File: config.mk
export PLATFORM = sky130hd
export DESIGN_NAME = tdmts_top
export DESIGN_NICKNAME = d
export VERILOG_FILES = /design/src/core/tdmts_pkg.sv /design/src/core/tdmts_edge.sv /design/src/core/tdmts_top.sv
export SDC_FILE = /design/constraint.sdc
export NUM_CORES = 1
export LEC_CHECK = 0
export BUFFER_PORTS_ARGS = -buffer_cell sky130_fd_sc_hd__buf_2
export CORE_ASPECT_RATIO = 0.5
export CORE_MARGIN = 2
export CORE_UTILIZATION = 45
export CTS_CLUSTER_SIZE = 16
export DETAILED_ROUTE_END_ITERATION = 6
export PLACE_DENSITY = 0.65
export SETUP_SLACK_MARGIN = 0.15
export SLEW_MARGIN = 25
export SYNTH_ARGS = -nofsm -noshare
export SYNTH_HDL_FRONTEND = slang
export SYNTH_HIERARCHICAL = 1
export SYNTH_SLANG_ARGS = --single-unit
File: constraint.sdc
create_clock -name ref_clk -period 4.2 [get_ports ref_clk]
set_input_delay 0.21 -clock ref_clk [delete_from_list [all_inputs] [get_ports ref_clk]]
set_output_delay 0.21 -clock ref_clk [all_outputs]
set_load 0.005 [all_outputs]
File: src/core/tdmts_pkg.sv
// Package for the TDM port timing and mode select block.
// Assumes a single 20 MHz system clock; every outside clock is sampled on it.
package tdmts_pkg;

  // System clock
  localparam int SYS_CLK_HZ = 20_000_000;
  localparam int SYS_CLK_KHZ = SYS_CLK_HZ / 1000;

  // Frame timing
  localparam int FRAME_US = 125;
  localparam int FRAME_HZ = 8000;

  // Serial reference rates
  localparam int SER_4M_KHZ = 4096;
  localparam int SER_8M_KHZ = 8192;
  localparam int SER_CLKS_4M = SER_4M_KHZ * FRAME_US / 1000;
  localparam int SER_CLKS_8M = SER_8M_KHZ * FRAME_US / 1000;
  localparam int SER_CNT_W = 10;
  localparam logic [SER_CNT_W-1:0] SER_LAST_4M = SER_CNT_W'(SER_CLKS_4M - 1);
  localparam logic [SER_CNT_W-1:0] SER_LAST_8M = SER_CNT_W'(SER_CLKS_8M - 1);

  // Internal reference: phase accumulator toggling at twice the clock rate
  localparam int ACC_W = 16;
  localparam logic [ACC_W-1:0] ACC_INC_4M = ACC_W'(2 * SER_4M_KHZ * 65536 / SYS_CLK_KHZ);
  localparam logic [ACC_W-1:0] ACC_INC_8M = ACC_W'(2 * SER_8M_KHZ * 65536 / SYS_CLK_KHZ);

  // Serial frame polarity detection
  localparam int RUN_W = 6;
  localparam logic [RUN_W-1:0] RUN_MIN = 6'h10;
  localparam logic [RUN_W-1:0] RUN_MAX = 6'h3F;

  // Parallel rates, bytes per 125 us frame
  localparam int PAR_1944_KHZ = 19440;
  localparam int PAR_16384_KHZ = 16384;
  localparam int PAR_648_KHZ = 6480;
  localparam int PAR_CNT_W = 12;
  localparam logic [PAR_CNT_W-1:0] PAR_LAST_1944 = PAR_CNT_W'(PAR_1944_KHZ * FRAME_US / 1000 - 1);
  localparam logic [PAR_CNT_W-1:0] PAR_LAST_16384 =
    PAR_CNT_W'(PAR_16384_KHZ * FRAME_US / 1000 - 1);
  localparam logic [PAR_CNT_W-1:0] PAR_LAST_648 = PAR_CNT_W'(PAR_648_KHZ * FRAME_US / 1000 - 1);

  // Edge detector lane positions
  localparam int EDGE_N = 5;
  localparam int E_REF_A = 0;
  localparam int E_REF_B = 1;
  localparam int E_RXCLK = 2;
  localparam int E_TXCLK = 3;
  localparam int E_SFP = 4;

  typedef enum logic [1:0] {
    TDMTS_MODE_ONE = 2'h0,
    TDMTS_MODE_TWO = 2'h1,
    TDMTS_MODE_THREE = 2'h3,
    TDMTS_MODE_FOUR = 2'h2
  } tdmts_mode_e;

  typedef enum logic [1:0] {
    TDMTS_PRATE_1944 = 2'h0,
    TDMTS_PRATE_16384 = 2'h1,
    TDMTS_PRATE_648 = 2'h3,
    TDMTS_PRATE_RSVD = 2'h2
  } tdmts_prate_e;

  typedef struct packed {
    tdmts_mode_e mode;
    logic reference_select_bit;
    logic internal_clock_select;
    logic ref_is_8m;
    logic serial_frame_direction_bit;
    logic serial_frame_polarity_bit;
    logic parallel_frame_direction_bit;
    tdmts_prate_e prate;
  } tdmts_cfg_s;

  typedef struct packed {
    tdmts_cfg_s cfg;
    logic [ACC_W-1:0] int_acc;
    logic int_lvl;
    logic sck;
    logic sck_oe_n;
    logic shift_en;
    logic ser_start;
    logic [SER_CNT_W-1:0] ser_cnt;
    logic sfp_out;
    logic sfp_oe_n;
    logic [RUN_W-1:0] run_cnt;
    logic idle_lvl;
    logic fmt_gci;
    logic [7:0] ptx_data;
    logic [3:0] ctrl;
    logic ptx_frame_out;
    logic ptx_frame_oe_n;
    logic [PAR_CNT_W-1:0] tx_cnt;
    logic tx_take;
    logic tx_frame_start;
    logic [7:0] rx_byte;
    logic rx_valid;
    logic rx_frame_start;
  } tdmts_state_s;

endpackage

File: src/core/tdmts_edge.sv
// Per-lane edge detector for sampled outside clocks and strobes.
// Assumes inputs are already synchronous to clk.
`timescale 1ns/1ps
module tdmts_edge #(
  parameter int W = 1
) (
  input wire logic clk,
  input wire logic rst,
  input wire logic [W-1:0] sig,
  output logic [W-1:0] rise,
  output logic [W-1:0] fall
);

  logic [W-1:0] prev_q;

  genvar i;
  generate
    for (i = 0; i < W; i++) begin : g_lane
      always_ff @(posedge clk) begin
        if (rst) begin
          prev_q[i] <= 1'b0;
        end else begin
          prev_q[i] <= sig[i];
        end
      end
      assign rise[i] = sig[i] & ~prev_q[i];
      assign fall[i] = ~sig[i] & prev_q[i];
    end
  endgenerate

endmodule

File: src/core/tdmts_top.sv
// Serial and parallel port clock and frame timing selection.
// Assumes outside clocks arrive as plain inputs well below half of ref_clk.
// Behaviour
// - Reference select high takes reference A, low takes reference B.
// - Unselected reference ignored; both ignored when internal clock selected.
// - Mode one or 8.192 MHz: shift serial data on the selected reference.
// - Mode two at 4.096 MHz: retime reference, derive serial clock and frame.
// - Modes three and four never use either serial reference input.
// - Serial frame pulse marks every 125 us frame boundary at 8 kHz.
// - Mode one: frame pulse is input, polarity detected, format adapted.
// - Mode two, direction bit one: frame input with polarity bit format.
// - Mode two direction zero, mode three: drive frame, aligned, set polarity.
// - Mode four leaves the serial frame pulse pin unused.
// - Four control outputs follow the current entry, updated per parallel byte.
// - Transmit bytes leave on the eight-bit parallel output port.
// - Transmit frame driven, input when direction bit high, unused in mode three.
// - Receive data and receive frame are sampled on the receive parallel clock.
// - Modes two to four clock both parallel ports from the receive clock.
// - Mode one clocks transmit side on the transmit clock, otherwise ignored.
// - Receive frame pulse starts each new frame on the receive port.
// - Mode three: receive frame is frame reference for both parallel ports.
// - Modes two and three drive the serial clock, 4.096 or 8.192 MHz; one and four float it.
`timescale 1ns/1ps
module tdmts_top (
  input wire logic ref_clk,
  input wire logic rst,
  input wire tdmts_pkg::tdmts_cfg_s cfg_in,
  input wire logic serial_clock_ref_a,
  input wire logic serial_clock_ref_b,
  input wire logic serial_frame_pulse_in,
  output logic serial_frame_pulse_out,
  output logic serial_frame_pulse_oe_n,
  output logic serial_clock_output,
  output logic serial_clock_output_oe_n,
  output logic serial_shift_en,
  output logic serial_frame_start,
  output logic serial_format_gci,
  input wire logic parallel_rx_clock,
  input wire logic parallel_tx_clock,
  input wire logic [7:0] parallel_rx_data,
  input wire logic parallel_rx_frame,
  input wire logic parallel_tx_frame_in,
  output logic parallel_tx_frame_out,
  output logic parallel_tx_frame_oe_n,
  output logic [7:0] parallel_tx_data,
  output logic [3:0] external_control_outputs,
  input wire logic [7:0] tx_byte,
  input wire logic [3:0] control_line_bits,
  output logic tx_take,
  output logic tx_frame_start,
  output logic [7:0] rx_byte,
  output logic rx_valid,
  output logic rx_frame_start
);

  tdmts_pkg::tdmts_state_s q;
  tdmts_pkg::tdmts_state_s d;
  logic [tdmts_pkg::EDGE_N-1:0] e_rise;
  logic [tdmts_pkg::EDGE_N-1:0] e_fall;

  // Lanes: ref A, ref B, rx clock, tx clock, serial frame pin
  tdmts_edge #(
    .W(tdmts_pkg::EDGE_N)
  ) u_edge (
    .clk(ref_clk),
    .rst(rst),
    .sig({serial_frame_pulse_in, parallel_tx_clock, parallel_rx_clock,
          serial_clock_ref_b, serial_clock_ref_a}),
    .rise(e_rise),
    .fall(e_fall)
  );

  always_comb begin
    logic [tdmts_pkg::ACC_W:0] acc_sum;
    logic [tdmts_pkg::ACC_W-1:0] acc_inc;
    tdmts_pkg::tdmts_mode_e mode;
    logic ext_ok;
    logic src_rise;
    logic src_lvl;
    logic [tdmts_pkg::SER_CNT_W-1:0] ser_last;
    logic [tdmts_pkg::SER_CNT_W-1:0] ser_next;
    logic sfp_drive;
    logic sfp_recv;
    logic act_hi;
    logic sfp_chg;
    logic in_start;
    logic rx_en;
    logic tx_en;
    logic tx_ref;
    logic [tdmts_pkg::PAR_CNT_W-1:0] par_last;
    logic [tdmts_pkg::PAR_CNT_W-1:0] tx_next;
    acc_sum = '0;
    acc_inc = '0;
    mode = q.cfg.mode;
    ext_ok = 1'b0;
    src_rise = 1'b0;
    src_lvl = 1'b0;
    ser_last = '0;
    ser_next = '0;
    sfp_drive = 1'b0;
    sfp_recv = 1'b0;
    act_hi = 1'b0;
    sfp_chg = 1'b0;
    in_start = 1'b0;
    rx_en = 1'b0;
    tx_en = 1'b0;
    tx_ref = 1'b0;
    par_last = '0;
    tx_next = '0;
    d = q;

    // Configuration taken each cycle; routing uses the registered copy
    d.cfg = cfg_in;

    // Internal reference; fractional accumulator gives a jittery mean rate, slightly low from the truncated increment
    acc_inc = q.cfg.ref_is_8m ? tdmts_pkg::ACC_INC_8M : tdmts_pkg::ACC_INC_4M;
    acc_sum = {1'b0, q.int_acc} + {1'b0, acc_inc};
    d.int_acc = acc_sum[tdmts_pkg::ACC_W-1:0];
    if (acc_sum[tdmts_pkg::ACC_W]) begin
      d.int_lvl = ~q.int_lvl;
    end

    // Outside references only in modes one and two without internal clock
    ext_ok = ~q.cfg.internal_clock_select &&
             (mode == tdmts_pkg::TDMTS_MODE_ONE || mode == tdmts_pkg::TDMTS_MODE_TWO);
    if (ext_ok) begin
      if (q.cfg.reference_select_bit) begin
        src_rise = e_rise[tdmts_pkg::E_REF_A];
        src_lvl = serial_clock_ref_a;
      end else begin
        src_rise = e_rise[tdmts_pkg::E_REF_B];
        src_lvl = serial_clock_ref_b;
      end
    end else begin
      src_rise = acc_sum[tdmts_pkg::ACC_W] & ~q.int_lvl;
      src_lvl = d.int_lvl;
    end

    // Serial shifting on the chosen reference; retimed clock in mode two
    d.shift_en = src_rise;
    d.sck = src_lvl;
    d.sck_oe_n = ~(mode == tdmts_pkg::TDMTS_MODE_TWO ||
                   mode == tdmts_pkg::TDMTS_MODE_THREE);
    if (d.sck_oe_n) begin
      d.sck = 1'b0;
    end

    // Serial frame direction and expected polarity
    sfp_drive = (mode == tdmts_pkg::TDMTS_MODE_TWO && ~q.cfg.serial_frame_direction_bit) ||
                mode == tdmts_pkg::TDMTS_MODE_THREE;
    sfp_recv = mode == tdmts_pkg::TDMTS_MODE_ONE ||
               (mode == tdmts_pkg::TDMTS_MODE_TWO && q.cfg.serial_frame_direction_bit);
    act_hi = (mode == tdmts_pkg::TDMTS_MODE_ONE) ? ~q.idle_lvl
                                                 : q.cfg.serial_frame_polarity_bit;
    d.fmt_gci = act_hi;

    // Polarity sense: the level that lasts long is the idle level
    sfp_chg = e_rise[tdmts_pkg::E_SFP] | e_fall[tdmts_pkg::E_SFP];
    if (sfp_chg) begin
      if (mode == tdmts_pkg::TDMTS_MODE_ONE && q.run_cnt >= tdmts_pkg::RUN_MIN) begin
        d.idle_lvl = ~serial_frame_pulse_in;
      end
      d.run_cnt = '0;
    end else if (src_rise && q.run_cnt != tdmts_pkg::RUN_MAX) begin
      d.run_cnt = q.run_cnt + 6'h01;
    end
    in_start = sfp_recv && (act_hi ? e_rise[tdmts_pkg::E_SFP]
                                   : e_fall[tdmts_pkg::E_SFP]);

    // Frame counter: one 125 us frame of serial clocks
    ser_last = q.cfg.ref_is_8m ? tdmts_pkg::SER_LAST_8M : tdmts_pkg::SER_LAST_4M;
    ser_next = (q.ser_cnt >= ser_last) ? '0 : q.ser_cnt + 10'h001;
    d.ser_start = 1'b0;
    if (in_start) begin
      d.ser_cnt = '0;
      d.ser_start = 1'b1;
    end else if (src_rise) begin
      d.ser_cnt = ser_next;
      d.ser_start = sfp_drive && ser_next == '0;
    end

    // Driven pulse spans the last serial clock of each frame
    if (sfp_drive) begin
      d.sfp_oe_n = 1'b0;
      if (src_rise) begin
        d.sfp_out = (ser_next == ser_last) ? q.cfg.serial_frame_polarity_bit
                                           : ~q.cfg.serial_frame_polarity_bit;
      end
    end else begin
      d.sfp_oe_n = 1'b1;
      d.sfp_out = 1'b0;
    end

    // Parallel clock enables; data sampled on the first ref_clk edge that sees the clock high
    rx_en = e_rise[tdmts_pkg::E_RXCLK];
    tx_en = (mode == tdmts_pkg::TDMTS_MODE_ONE) ? e_rise[tdmts_pkg::E_TXCLK]
                                                : rx_en;

    // Receive side
    d.rx_valid = 1'b0;
    d.rx_frame_start = 1'b0;
    if (rx_en) begin
      d.rx_byte = parallel_rx_data;
      d.rx_valid = 1'b1;
      d.rx_frame_start = parallel_rx_frame;
    end

    // Transmit frame reference
    unique case (q.cfg.prate)
      tdmts_pkg::TDMTS_PRATE_1944: par_last = tdmts_pkg::PAR_LAST_1944;
      tdmts_pkg::TDMTS_PRATE_16384: par_last = tdmts_pkg::PAR_LAST_16384;
      tdmts_pkg::TDMTS_PRATE_648: par_last = tdmts_pkg::PAR_LAST_648;
      default: par_last = tdmts_pkg::PAR_LAST_1944;
    endcase
    if (mode == tdmts_pkg::TDMTS_MODE_THREE) begin
      tx_ref = parallel_rx_frame;
    end else if (q.cfg.parallel_frame_direction_bit) begin
      tx_ref = parallel_tx_frame_in;
    end else begin
      tx_ref = 1'b0;
    end
    if (tx_ref || q.tx_cnt >= par_last) begin
      tx_next = '0;
    end else begin
      tx_next = q.tx_cnt + 12'h001;
    end
    d.ptx_frame_oe_n = (mode == tdmts_pkg::TDMTS_MODE_THREE) ||
                       q.cfg.parallel_frame_direction_bit;

    // Transmit side
    d.tx_take = 1'b0;
    d.tx_frame_start = 1'b0;
    if (tx_en) begin
      d.ptx_data = tx_byte;
      d.ctrl = control_line_bits;
      d.tx_take = 1'b1;
      d.tx_cnt = tx_next;
      d.tx_frame_start = tx_next == '0;
      d.ptx_frame_out = ~d.ptx_frame_oe_n && tx_next == '0;
    end
    if (d.ptx_frame_oe_n) begin
      d.ptx_frame_out = 1'b0;
    end

    // Reset state; pins float until configured
    if (rst) begin
      d = '0;
      d.sck_oe_n = 1'b1;
      d.sfp_oe_n = 1'b1;
      d.ptx_frame_oe_n = 1'b1;
    end
  end

  always_ff @(posedge ref_clk) begin
    q <= d;
  end

  assign serial_frame_pulse_out = q.sfp_out;
  assign serial_frame_pulse_oe_n = q.sfp_oe_n;
  assign serial_clock_output = q.sck;
  assign serial_clock_output_oe_n = q.sck_oe_n;
  assign serial_shift_en = q.shift_en;
  assign serial_frame_start = q.ser_start;
  assign serial_format_gci = q.fmt_gci;
  assign parallel_tx_frame_out = q.ptx_frame_out;
  assign parallel_tx_frame_oe_n = q.ptx_frame_oe_n;
  assign parallel_tx_data = q.ptx_data;
  assign external_control_outputs = q.ctrl;
  assign tx_take = q.tx_take;
  assign tx_frame_start = q.tx_frame_start;
  assign rx_byte = q.rx_byte;
  assign rx_valid = q.rx_valid;
  assign rx_frame_start = q.rx_frame_start;

endmodule

==> results list, run 1 <==
- Number of rows created at floorplan: 26
- The min-delay analysis places its worst path in the category primary input to flop.
- Before CTS, the worst setup slack after placement is 615.2 ps.
- Starting Density: between 40 and 50%
- At the worst endpoint, the required time is between 4000 and 5000 ps.
- Commonest non-fill, non-tap cell in the layout: sky130_fd_sc_hd__dfxtp_1
- The floorplan step defined a die boundary enclosing 11,740 um2.
- The critical path contains buffers and inverters numbering 2 combined.
- Fill cell count: between 1k and 1.5k
- Internal power comes to approximately 1.8 mW.
* Worst setup EP type: flop
- The clock network accounts for between 30% and 40% of the total power.
- Among all stages on the critical path, the largest delay is contributed by sky130_fd_sc_hd__dfxtp_1.
- Clock slew at reported path FFs: 70 ps
* PnR worst setup slack: 628.7 ps
- Static timing analysis puts the maximum clock frequency at 280.0 MHz.
* RD Place Congestion: just over 0.8
- Initial detailed-routing violation count: about 270
- Power density normalized to cell area: approximately 450 nW/um2
- Cells with a size suffix above 1 make up between 10% and 20% of the layout.
- Net switching share of the total power: between 20% and 30%
- Routed wire length: a little over 10,000 um
- Vias: between 4k and 5k
* Instance area after placement: 5140 um2
- Post-synthesis cell area: just under 5000 um2
- The critical path in this run is classified as flop to flop.
* Horizontal die dimension: ~150 um
- Along the worst path, the maximum fanout reaches 17.
* Total routing resource utilization after global routing: 18.07%
- Count of warnings emitted by yosys: 6
- Worst EP arrival: 3800 ps
* Combined flip-flop and latch cell area: 1882 um2
* Hold bufs inserted after CTS: 0
- Level count of the clock H-tree: 3
- The die is roughly 78 um tall.
- Synthesis-to-layout area growth: 12.41%
- For the final routed database, the setup TNS stands at 0 ps.
- Setup violations remaining at the end of the flow were counted as 0.
- The root buffer cell chosen for the clock tree is sky130_fd_sc_hd__clkbuf_16.
- Maximum resistive drop on vdd: 0.0002147 V
- For this run, design rule violations remaining after detail routing come to 0.
- Fraction of the core area covered by cells at the end of the flow: between 50% and 60%
* Antenna-violating nets left: 0
- Total leakage power: about 2.2 nW
- Worst relative slew slack: a little under two fifths
- Worst-case clock skew: roughly 9.6 ps
- CORE AREA: between 10,000 and 15,000 um2
- Total count of hold-check failures in the final report: 0
- Port buffering added about 70 buffers.
- The initial antenna violation count is 0.
- Setup fix buffers added after clock tree synthesis: 0
* Number of antenna cells inserted: 0
* Post-synthesis instance total: 594
* Via count normalized by instance count: about 5.4
- Total iterations of the first detailed-routing run: 4
- Sequential cells burn between 40% and 50% of the power.
* Worst stage delay on the critical path: about 500 ps
* Finished Cell Area: about 5500 um2
- In this run the deepest clock path goes through 2 buffers.
* Run status: finished, final reports clean
* Pins over their slew limit: 0
- The worst setup path is launched from a flop.
* Cell type group with the largest total delay on the critical path: compound AO/OA/AOI/OAI gates
- Critical path cell sequence: inv_1, ha_1, or2_2, a21oi_1, o21ai_0, o311ai_0, nand2_1, ha_1, o21ai_0, o31a_1, buf_4, nor2_1, nand4_1, xor2_1, nor2_1
- After clock tree synthesis, the repair step resized 0 gates.
- Power dissipated by switching net loads: around 0.66 mW
* Final Critical Period: around 3600 ps
* Area occupied by multi-input gates: 2645 um2
- Most used cells in the layout excluding fill and tap cells: sky130_fd_sc_hd__dfxtp_1 (94), sky130_fd_sc_hd__nand2_1 (74), sky130_fd_sc_hd__buf_2 (71)
* Unrepaired setup endpoints after global routing: false
- Post-detailed-route wirelength per cell: 13.10 um
* Sum of overflow across all layers after global routing: 0
* Maximum capacitance violations: 0
- Number of nets in the final layout: ~700
* Period utilization: ~85%
- Synth Area per Inst: 8.215 um2
- Counting every net in the synthesized netlist gives between 600 and 700.
- For the pin with the worst max-slew slack, the measured transition is roughly 930 ps.
- Portion of total power attributed to combinational logic: 19.6%
- The number of clock buffers added by TritonCTS is 9.
- The wire-length estimate of the detail-placed layout is just over 7000 um.
- Clock latency on the worst-skew pair, taken at its later pin, is 340 ps.
* Largest net degree at the start of global routing: 70
- Vias in the first global route: approximately 3.8k
- The first global-routing pass estimated 17,420 um of wire.
- The clock net in this run drives a total of 94 sinks.
* CTS tree: done
* Number of ports placed on the die boundary: 72
## layer usage
metal  global-route usage [%]  up-vias  share of wire [%]
li1                         -     2149                  -
met1                    23.19     1902                 49
met2                    29.95       77                 46
met3                    4.765        7                4.3
met4                    5.234        0               0.76
met5                        0        -                  0
## path summary, 6_finish.rpt
check | depth (start not counted) | slack, ps | end | start
max | 15 | 630 | q[44] | q[84]
min | 2 | 80 | q[86] | cfg_in[7]
max reg2reg | 15 | 630 | q[44] | q[84]
min reg2reg | 1 | 440 | q[63] | q[63]
## power groups by stage
stage	logic [mW]	clock network (mW)	registers [mW]
after floorplan	0.385	0	1.03
after global placement	0.474	0	1.05
after detailed placement	0.479	0	1.05
after CTS	0.483	0.960	1.03
after global routing	0.548	0.995	1.04
final	0.479	0.935	1.03
## per-stage QoR
stage                     cells  power (mW)  hold WS, ps
after floorplan             594       1.418        281.6
after global placement      755       1.520        426.2
after detailed placement    755       1.527        422.9
after CTS                   771       2.471        65.24
after global routing        771       2.581        72.58
final                       771       2.442        76.72
## area by class of cell
cell class,instances,area share (%)
Timing Repair Buffer,75,7.026
Sequential cell,94,34.31
Clock inverter,6,2.121
Inverter,14,0.9580
Tap cell,140,3.193
Clock buffer,10,4.174
Multi-Input combinational cell,432,48.22
## registers in the layout, summed over array words and instances, names as in the netlist, 4 cells and up
name	flops
u_edge/prev_q	5
rx_byte	8
external_control_outputs	4
parallel_tx_data	8
q	56
No activity file was read; power rests on OpenSTA's default activity.
==> run 2, diff against run 1 <==
--- a/config.mk
+++ b/config.mk
@@ -8,10 +8,10 @@
 export BUFFER_PORTS_ARGS = -buffer_cell sky130_fd_sc_hd__buf_2
 export CORE_ASPECT_RATIO = 0.5
 export CORE_MARGIN = 2
-export CORE_UTILIZATION = 45
+export CORE_UTILIZATION = 50
 export CTS_CLUSTER_SIZE = 16
 export DETAILED_ROUTE_END_ITERATION = 6
-export PLACE_DENSITY = 0.65
+export PLACE_DENSITY = 0.71
 export SETUP_SLACK_MARGIN = 0.15
 export SLEW_MARGIN = 25
 export SYNTH_ARGS = -nofsm -noshare
==> run 2 against run 1 <==
Via count up 2.2%; largest power group unchanged; die area down 9.6%; critical path type unchanged; global-route usage up 2.2 points; register-to-register slack worse by 50 ps; sequential power about the same; utilization up 4.3 points; clock power down 17%; clock skew down 3.2 ps; first-iteration DRC count down 27%.
==> results list, run 2 (synthesis results as in run 1) <==
- The count of buffers from port buffering was 71 (unchanged).
- # placed instances: 750 (was 755)
- Vias in the first global route: 3,860 (was 3,812)
- The type of element launching the critical path was a flop (unchanged).
* Length of routed wiring on met1: 4888 um (was 4953 um)
- Unrepaired setup endpoints after global routing: false (unchanged)
- The post-cts resize count came to 0 (unchanged).
- The final worst clock skew was 6.418 ps (was 9.598 ps).
* Category of the critical setup timing path: flop to flop (unchanged)
- Most used cells in the layout excluding fill and tap cells: sky130_fd_sc_hd__dfxtp_1 (94), sky130_fd_sc_hd__nand2_1 (74), sky130_fd_sc_hd__buf_2 (71) (unchanged)
- The total number of vias came to 4,224 (was 4,135).
- R2R depth: 13 (was 15)
- Half-perimeter wire length after detailed placement: 7121 um (was 7078 um)
* Worst EP arrival: 3860 ps (was 3800 ps)
* Worst setup slack after placement: 542.1 ps (was 615.2 ps)
- The count of endpoints failing hold in the final timing report was 0 (unchanged).
* Sum of overflow across all layers after global routing: 0 (unchanged)
- The top-level port count came to 72 (unchanged).
- The top layer used by detailed routing was met4 (unchanged).
* Area of the die: 10,610 um2 (was 11,740 um2)
* Maximum resistive drop on vdd: 0.0002075 V (was 0.0002147 V)
- The global-route wire length before repair came to 17,360 um (was 17,420 um).
* Worst setup EP type: flop (unchanged)
- Worst relative slew slack: 36.35% (was 37.97%)
* Cts bufs inserted: 9 (unchanged)
- The post-route antenna net violation count is 0 (unchanged).
* Achievable Freq: 276.2 MHz (was 280.0 MHz)
- Maximum capacitance violations: 0 (unchanged)
* Total Neg Setup Slack: 0 ps (unchanged)
- Post-detailed-route wirelength per cell: 13.44 um (was 13.10 um)
- Setup fix buffers added after clock tree synthesis: 0 (unchanged)
- Total routing resource utilization after global routing: 20.27% (was 18.07%)
- The total inserted antenna cells is 0 (unchanged).
- Run status: finished, final reports clean (unchanged).
- Required time at the worst-slack endpoint: 4440 ps (was 4430 ps)
- Synthesis-to-layout area growth: 11.08% (was 12.41%)
* Fraction of the core area covered by cells at the end of the flow: 57.19% (was 52.86%)
- Hold bufs inserted after CTS: 0 (unchanged)
- Clock slew at reported path FFs: 60 ps (was 70 ps)
- The via density per instance was 5.522 (was 5.363).
- Total length of routed met2 wires: 4866 um (was 4637 um)
- The area used by sequential logic in the layout was 1882 um2 (unchanged).
* Tightest Hold Check Type: primary input to flop (unchanged)
* Period utilization: 86.20% (was 85.03%)
* Clock latency reported for the late side of the worst-skew pair: 340 ps (about the same)
- The width of the die is 143.7 um (was 151.3 um).
- Buffer levels on the longest clock path: 2 (unchanged)
- The most common library cell in the layout ignoring fill and taps is sky130_fd_sc_hd__dfxtp_1 (unchanged).
* Area occupied by multi-input gates: 2649 um2 (was 2645 um2)
* Number of rows created at floorplan: 25 (was 26)
* Final setup violation count: 0 (unchanged)
* Starting Density: 51.49% (was 47.02%)
- Worst hold slack: 78.27 ps (was 76.72 ps)
- CTS tree: done (unchanged)
- The register with the most flip-flops is q (unchanged).
- Y dimension of the die: 73.86 um (was 77.64 um)
- The final number of max-transition violations came to 0 (unchanged).
- The core region area came to 9478 um2 (was 10,380 um2).
- Final standard cell count with taps included and fillers excluded: 765 (was 771)
- The total number of clock tree sinks came to 94 (unchanged).
- DRC violation count after routing: 0 (unchanged)
- The leakage power was 2.195 nW (was 2.224 nW).
- The maximum net fanout on the critical path came to 10 (was 17).
- The ratio of cells with drive above 1 in the final layout was 16.98% (was 16.80%).
- The slew of the pin with the lowest slew margin came to 954.8 ps (was 930.4 ps).
* Antenna violations before repair: 0 (unchanged)
* Total iterations of the first detailed-routing run: 4 (unchanged)
* Met3 layer wire length in the routed design: 428 um (was 430 um)
- Fill cell count: 895 (was 1,011)
- The total power per unit cell area came to 423.1 nW/um2 (was 445.2 nW/um2).
- Level count of the clock H-tree: 3 (unchanged)
- Number of flip-flops in the largest register: 56 (unchanged)
- PnR worst setup slack: 579.5 ps (was 628.7 ps)
* Final Critical Period: 3620 ps (was 3571 ps)
* Cell chosen for the clock root: sky130_fd_sc_hd__clkbuf_16 (unchanged)
- RD Place Congestion: 0.8364 (was 0.8049)
- The number of violations reported at the end of detailed-routing iteration 0 is 196 (was 268).
* Largest net degree at the start of global routing: 46 (was 70)
- Routed wire length: 10,280 um (was 10,100 um)
- The hold-critical path depth is 2 (unchanged).
* Number of nets in the final layout: 685 (unchanged)
==> run 2: power by group <==
group          internal, mW  switching (mW)  total [mW]
Combinational         0.218           0.271       0.489
Clock                 0.434           0.342       0.775
Sequential            0.977          0.0525        1.03
==> run 2: per-layer routing <==
metal	track usage (%)	vias to the layer above
li1	-	2148
met1	25.66	1976
met2	35.40	88
met3	4.563	12
met4	5.338	0
met5	0	-
==> run 2: final timing paths <==
check	startpoint	end	slack, ps
setup reg to reg	q[84]	serial_frame_start	580
hold reg to reg	q[63]	q[63]	440
hold / removal	cfg_in[7]	q[86]	80
setup / recovery	q[84]	serial_frame_start	580
==> run 2: worst max-delay path: stages (launching register included) <==
cell and delay (ps):
sky130_fd_sc_hd__dfxtp_1 500, sky130_fd_sc_hd__inv_1 210, sky130_fd_sc_hd__ha_1 380, sky130_fd_sc_hd__o21ai_0 150, sky130_fd_sc_hd__a21boi_1 290, sky130_fd_sc_hd__o2111a_1 270, sky130_fd_sc_hd__o311ai_0 150, sky130_fd_sc_hd__nand2_1 100
sky130_fd_sc_hd__ha_1 130, sky130_fd_sc_hd__o21ai_0 120, sky130_fd_sc_hd__o31a_1 250, sky130_fd_sc_hd__buf_4 210, sky130_fd_sc_hd__or4_1 520, sky130_fd_sc_hd__o31ai_1 240
==> run 2: through the flow <==
stage / power [mW] / cell area, um2
after floorplan: 1.418 / 4880
after global placement: 1.517 / 5134
after detailed placement: 1.530 / 5134
after CTS: 2.304 / 5416
after global routing: 2.429 / 5420
final: 2.293 / 5420
==> run 2: final cells by class <==
| cell class | instances | share of cell area, % |
|---|---|---|
| tap | 135 | 3.116 |
| clock inverter | 4 | 0.5540 |
| clock buffer | 11 | 4.663 |
| timing repair buffer | 75 | 7.110 |
| sequential | 94 | 34.72 |
| multi-input combinational | 432 | 48.87 |
| inverter | 14 | 0.9695 |
==> run 3, diff against run 2 <==
--- a/config.mk
+++ b/config.mk
@@ -8,10 +8,10 @@
 export BUFFER_PORTS_ARGS = -buffer_cell sky130_fd_sc_hd__buf_2
 export CORE_ASPECT_RATIO = 0.5
 export CORE_MARGIN = 2
-export CORE_UTILIZATION = 50
+export CORE_UTILIZATION = 45
 export CTS_CLUSTER_SIZE = 16
 export DETAILED_ROUTE_END_ITERATION = 6
-export PLACE_DENSITY = 0.71
+export PLACE_DENSITY = 0.7
 export SETUP_SLACK_MARGIN = 0.15
 export SLEW_MARGIN = 25
 export SYNTH_ARGS = -nofsm -noshare
==> run 3 against run 2 <==
Combinational power is essentially flat; count of clock-buffer cells in the layout is the same; via count shrank 1.2%; power grew 1.0%; sequential power is essentially flat; clock power grew 3.1%; critical endpoint unchanged; largest power group unchanged.
==> results list, run 3 (synthesis results as in run 1) <==
- Run status: finished, final reports clean (unchanged).
* Worst setup EP type: flop (unchanged)
- The total number of vias came to 4,174 (was 4,224).
* Portion of total power attributed to combinational logic: 21.1% (was 21.3%)
- Commonest non-fill, non-tap cell in the layout: sky130_fd_sc_hd__dfxtp_1 (unchanged)
- Cell chosen for the clock root: sky130_fd_sc_hd__clkbuf_16 (unchanged)
- Number of flip-flops in the largest register: 56 (unchanged)
- Total routing resource utilization after global routing: 18.18% (was 20.27%)
* Startpoint Class: flop (unchanged)
- The number of violations reported at the end of detailed-routing iteration 0 was 175 (was 196).
* CTS tree: done (unchanged)
- Area of the die: 11,740 um2 (was 10,610 um2)
* RD Place Congestion: 0.8148 (was 0.8364)
- Vias in the first global route: 3,792 (was 3,860)
- The critical path class was flop to flop (unchanged).
* Most used cells in the layout excluding fill and tap cells: sky130_fd_sc_hd__dfxtp_1 (94), sky130_fd_sc_hd__nand2_1 (74), sky130_fd_sc_hd__buf_2 (71) (unchanged)
- Highest net fanout along the worst path: 8 (was 10)
- Worst EP arrival: 3810 ps (was 3860 ps)
- Achievable Freq: 279.4 MHz (was 276.2 MHz)
- The global-route wire length before repair was 17,350 um (was 17,360 um).
- The worst slew margin relative to its limit was 39.68% (was 36.35%).
- The post-synthesis to final-layout area growth came to 11.54% (was 11.08%).
* Maximum resistive drop on vdd: 0.0002128 V (was 0.0002075 V)
* DRC violation count after routing: 0 (unchanged)
- The power spent charging and discharging nets is 0.6548 mW (was 0.6648 mW).
- Number of antenna cells inserted: 0 (unchanged)
- Hold bufs inserted after CTS: 0 (unchanged)
- The slew of the pin with the lowest slew margin came to 904.8 ps (was 954.8 ps).
* Antenna violations before repair: 0 (unchanged)
- Cell internal power dissipation: 1.663 mW (was 1.629 mW)
- Relative contribution of sequential cells to total power: 44.4% (was 44.9%)
- Count of clock tree sinks: 94 (unchanged)
- The iteration count of the initial detailed-routing pass is 5 (was 4).
- Y dimension of the die: 77.64 um (was 73.86 um)
- Pins over their slew limit: 0 (unchanged)
- Starting Density: 47.02% (was 51.49%)
- Number of rows created at floorplan: 26 (was 25)
- The max-capacitance violation count is 0 (unchanged).
- Clock latency reported for the late side of the worst-skew pair: 340 ps (about the same)
- Unrepaired setup endpoints after global routing: false (unchanged).
- The clock buffer count from CTS was 9 (unchanged).
- The count of endpoints failing hold in the final timing report came to 0 (unchanged).
- Launch point of the worst hold path: cfg_in[8] (was cfg_in[7])
- The worst hold path class was primary input to flop (unchanged).
- Number of ports placed on the die boundary: 72 (unchanged)
- Fraction of layout instances using a drive strength above 1: 16.93% (was 16.98%)
* Net switching share of the total power: 28.26% (was 28.99%)
* Start point of the critical path: q[84] (unchanged)
- The number of levels in the clock H-tree is 3 (unchanged).
- The total negative setup slack is 0 ps (unchanged).
* Worst hold slack: 81.23 ps (was 78.27 ps)
* Top register by number of flip-flops: q (unchanged)
* Hold depth: 2 (unchanged)
- The maximum clock path buffer count came to 2 (unchanged).
- The final routed wirelength across all metal layers came to 10,300 um (was 10,280 um).
- The share of total power in the clock network is 34.5% (was 33.8%).
* Final Critical Period: 3579 ps (was 3620 ps)
- Via count normalized by instance count: 5.407 (was 5.522)
* Number of buffers added on ports: 71 (unchanged)
- Critical path cell sequence: inv_1, ha_1, o21ai_0, a21boi_1, o2111a_1, o311ai_0, nand2_1, ha_1, o21ai_0, o31a_1, buf_4, or4_1, o31ai_1 (unchanged)
* Required time at the worst-slack endpoint: 4430 ps (was 4440 ps)
- The routed length per instance was 13.34 um (was 13.44 um).
- Horizontal die dimension: 151.3 um (was 143.7 um)
- CORE AREA: 10,380 um2 (was 9478 um2)
- Clock slew at reported path FFs: 70 ps (was 60 ps)
* RR Startpoint: q[84] (unchanged)
- Total leakage power: 2.201 nW (was 2.195 nW)
- The final critical-path share of the clock period is 85.21% (was 86.20%).
* Worst-case clock skew: 7.715 ps (was 6.418 ps)
* Half-perimeter wire length after detailed placement: 7166 um (was 7121 um)
- The number of cells traversed by the worst register-to-register path was 13 (unchanged).
- The number of failing setup endpoints in the final timing report came to 0 (unchanged).
- The post-route antenna net violation count is 0 (unchanged).
- Worst stage delay on the critical path: 510 ps (was 520 ps)
- The pin count of the biggest net entering global routing came to 44 (was 46).
* Fill cell count: 981 (was 895)
- The number of nets in the layout is 686 (was 685).
* Sum of overflow across all layers after global routing: 0 (unchanged)
- The highest-delay cell along the critical path is sky130_fd_sc_hd__or4_1 (unchanged).
- Power density normalized to cell area: 425.8 nW/um2 (was 423.1 nW/um2)
==> run 3: cell types whose count changed in the layout (fill, tap and decap cells not counted), moves of 2 or more <==
| cell | change |
|---|---|
| sky130_fd_sc_hd__clkbuf_1 | +2 |
| sky130_fd_sc_hd__clkbuf_8 | -2 |
| sky130_fd_sc_hd__clkinv_4 | +2 |
| sky130_fd_sc_hd__inv_6 | -2 |
==> run 3: critical path: cells and delay by family (launching register included) <==
family          cells  cell delay [ps]
fa+ha+maj           2              520
buf+inv             2              400
compound gates      7             1470
simple gates        2              610
flops               1              490
==> run 3: per-stage QoR <==
stage	std cells	power (mW)	util [%]	instance area (um2)	setup WS (ps)
after floorplan	594	1.418	-	4880	1172
after global placement	754	1.518	49.46	5132	621.7
after detailed placement	754	1.529	49.48	5135	517.3
after CTS	770	2.334	52.30	5428	471.4
after global routing	772	2.459	52.45	5443	330.6
final	772	2.317	52.45	5443	621.2
==> run 3: per-layer routing <==
layer  track usage, %  vias up  share of wire [%]
met2            30.72       99                 46
met5                0        -                  0
met1            22.84     1914                 48
met4            5.794        0                1.0
li1                 -     2152                  -
met3            4.471        9                4.4
==> run 3: final timing paths <==
path              slack (ps)                 end
hold reg to reg          440               q[63]
setup / recovery         620  serial_frame_start
setup reg to reg         620  serial_frame_start
hold / removal            80               q[87]
==> run 3: timing repair <==
| item | in CTS | in global routing |
|---|---|---|
| setup endpoints to repair | 0 | 2 |
| setup buffers | 0 | 2 |
| resized for setup | 0 | 0 |
==> run 3: final cells by class <==
cell class / instances / area [um2] / share of cell area (%)
inverters: 14 / 52.55 / 0.9655
well taps: 140 / 175.2 / 3.218
repair buffers: 76 / 392.9 / 7.218
multi-input cells: 432 / 2648 / 48.64
clock inverters: 5 / 60.06 / 1.103
flip-flops and latches: 94 / 1882 / 34.57
clock buffers: 11 / 232.7 / 4.276
==> run 3: power groups by stage <==
stage          sequential [mW]  combinational, mW  clock, mW
3_3_place_gp              1.05              0.472          0
3_5_place_dp              1.05              0.481          0
5_1_grt                   1.04              0.563      0.857
4_1_cts                   1.03              0.484      0.821
2_1_floorplan             1.03              0.385          0
6_report                  1.03              0.489      0.799
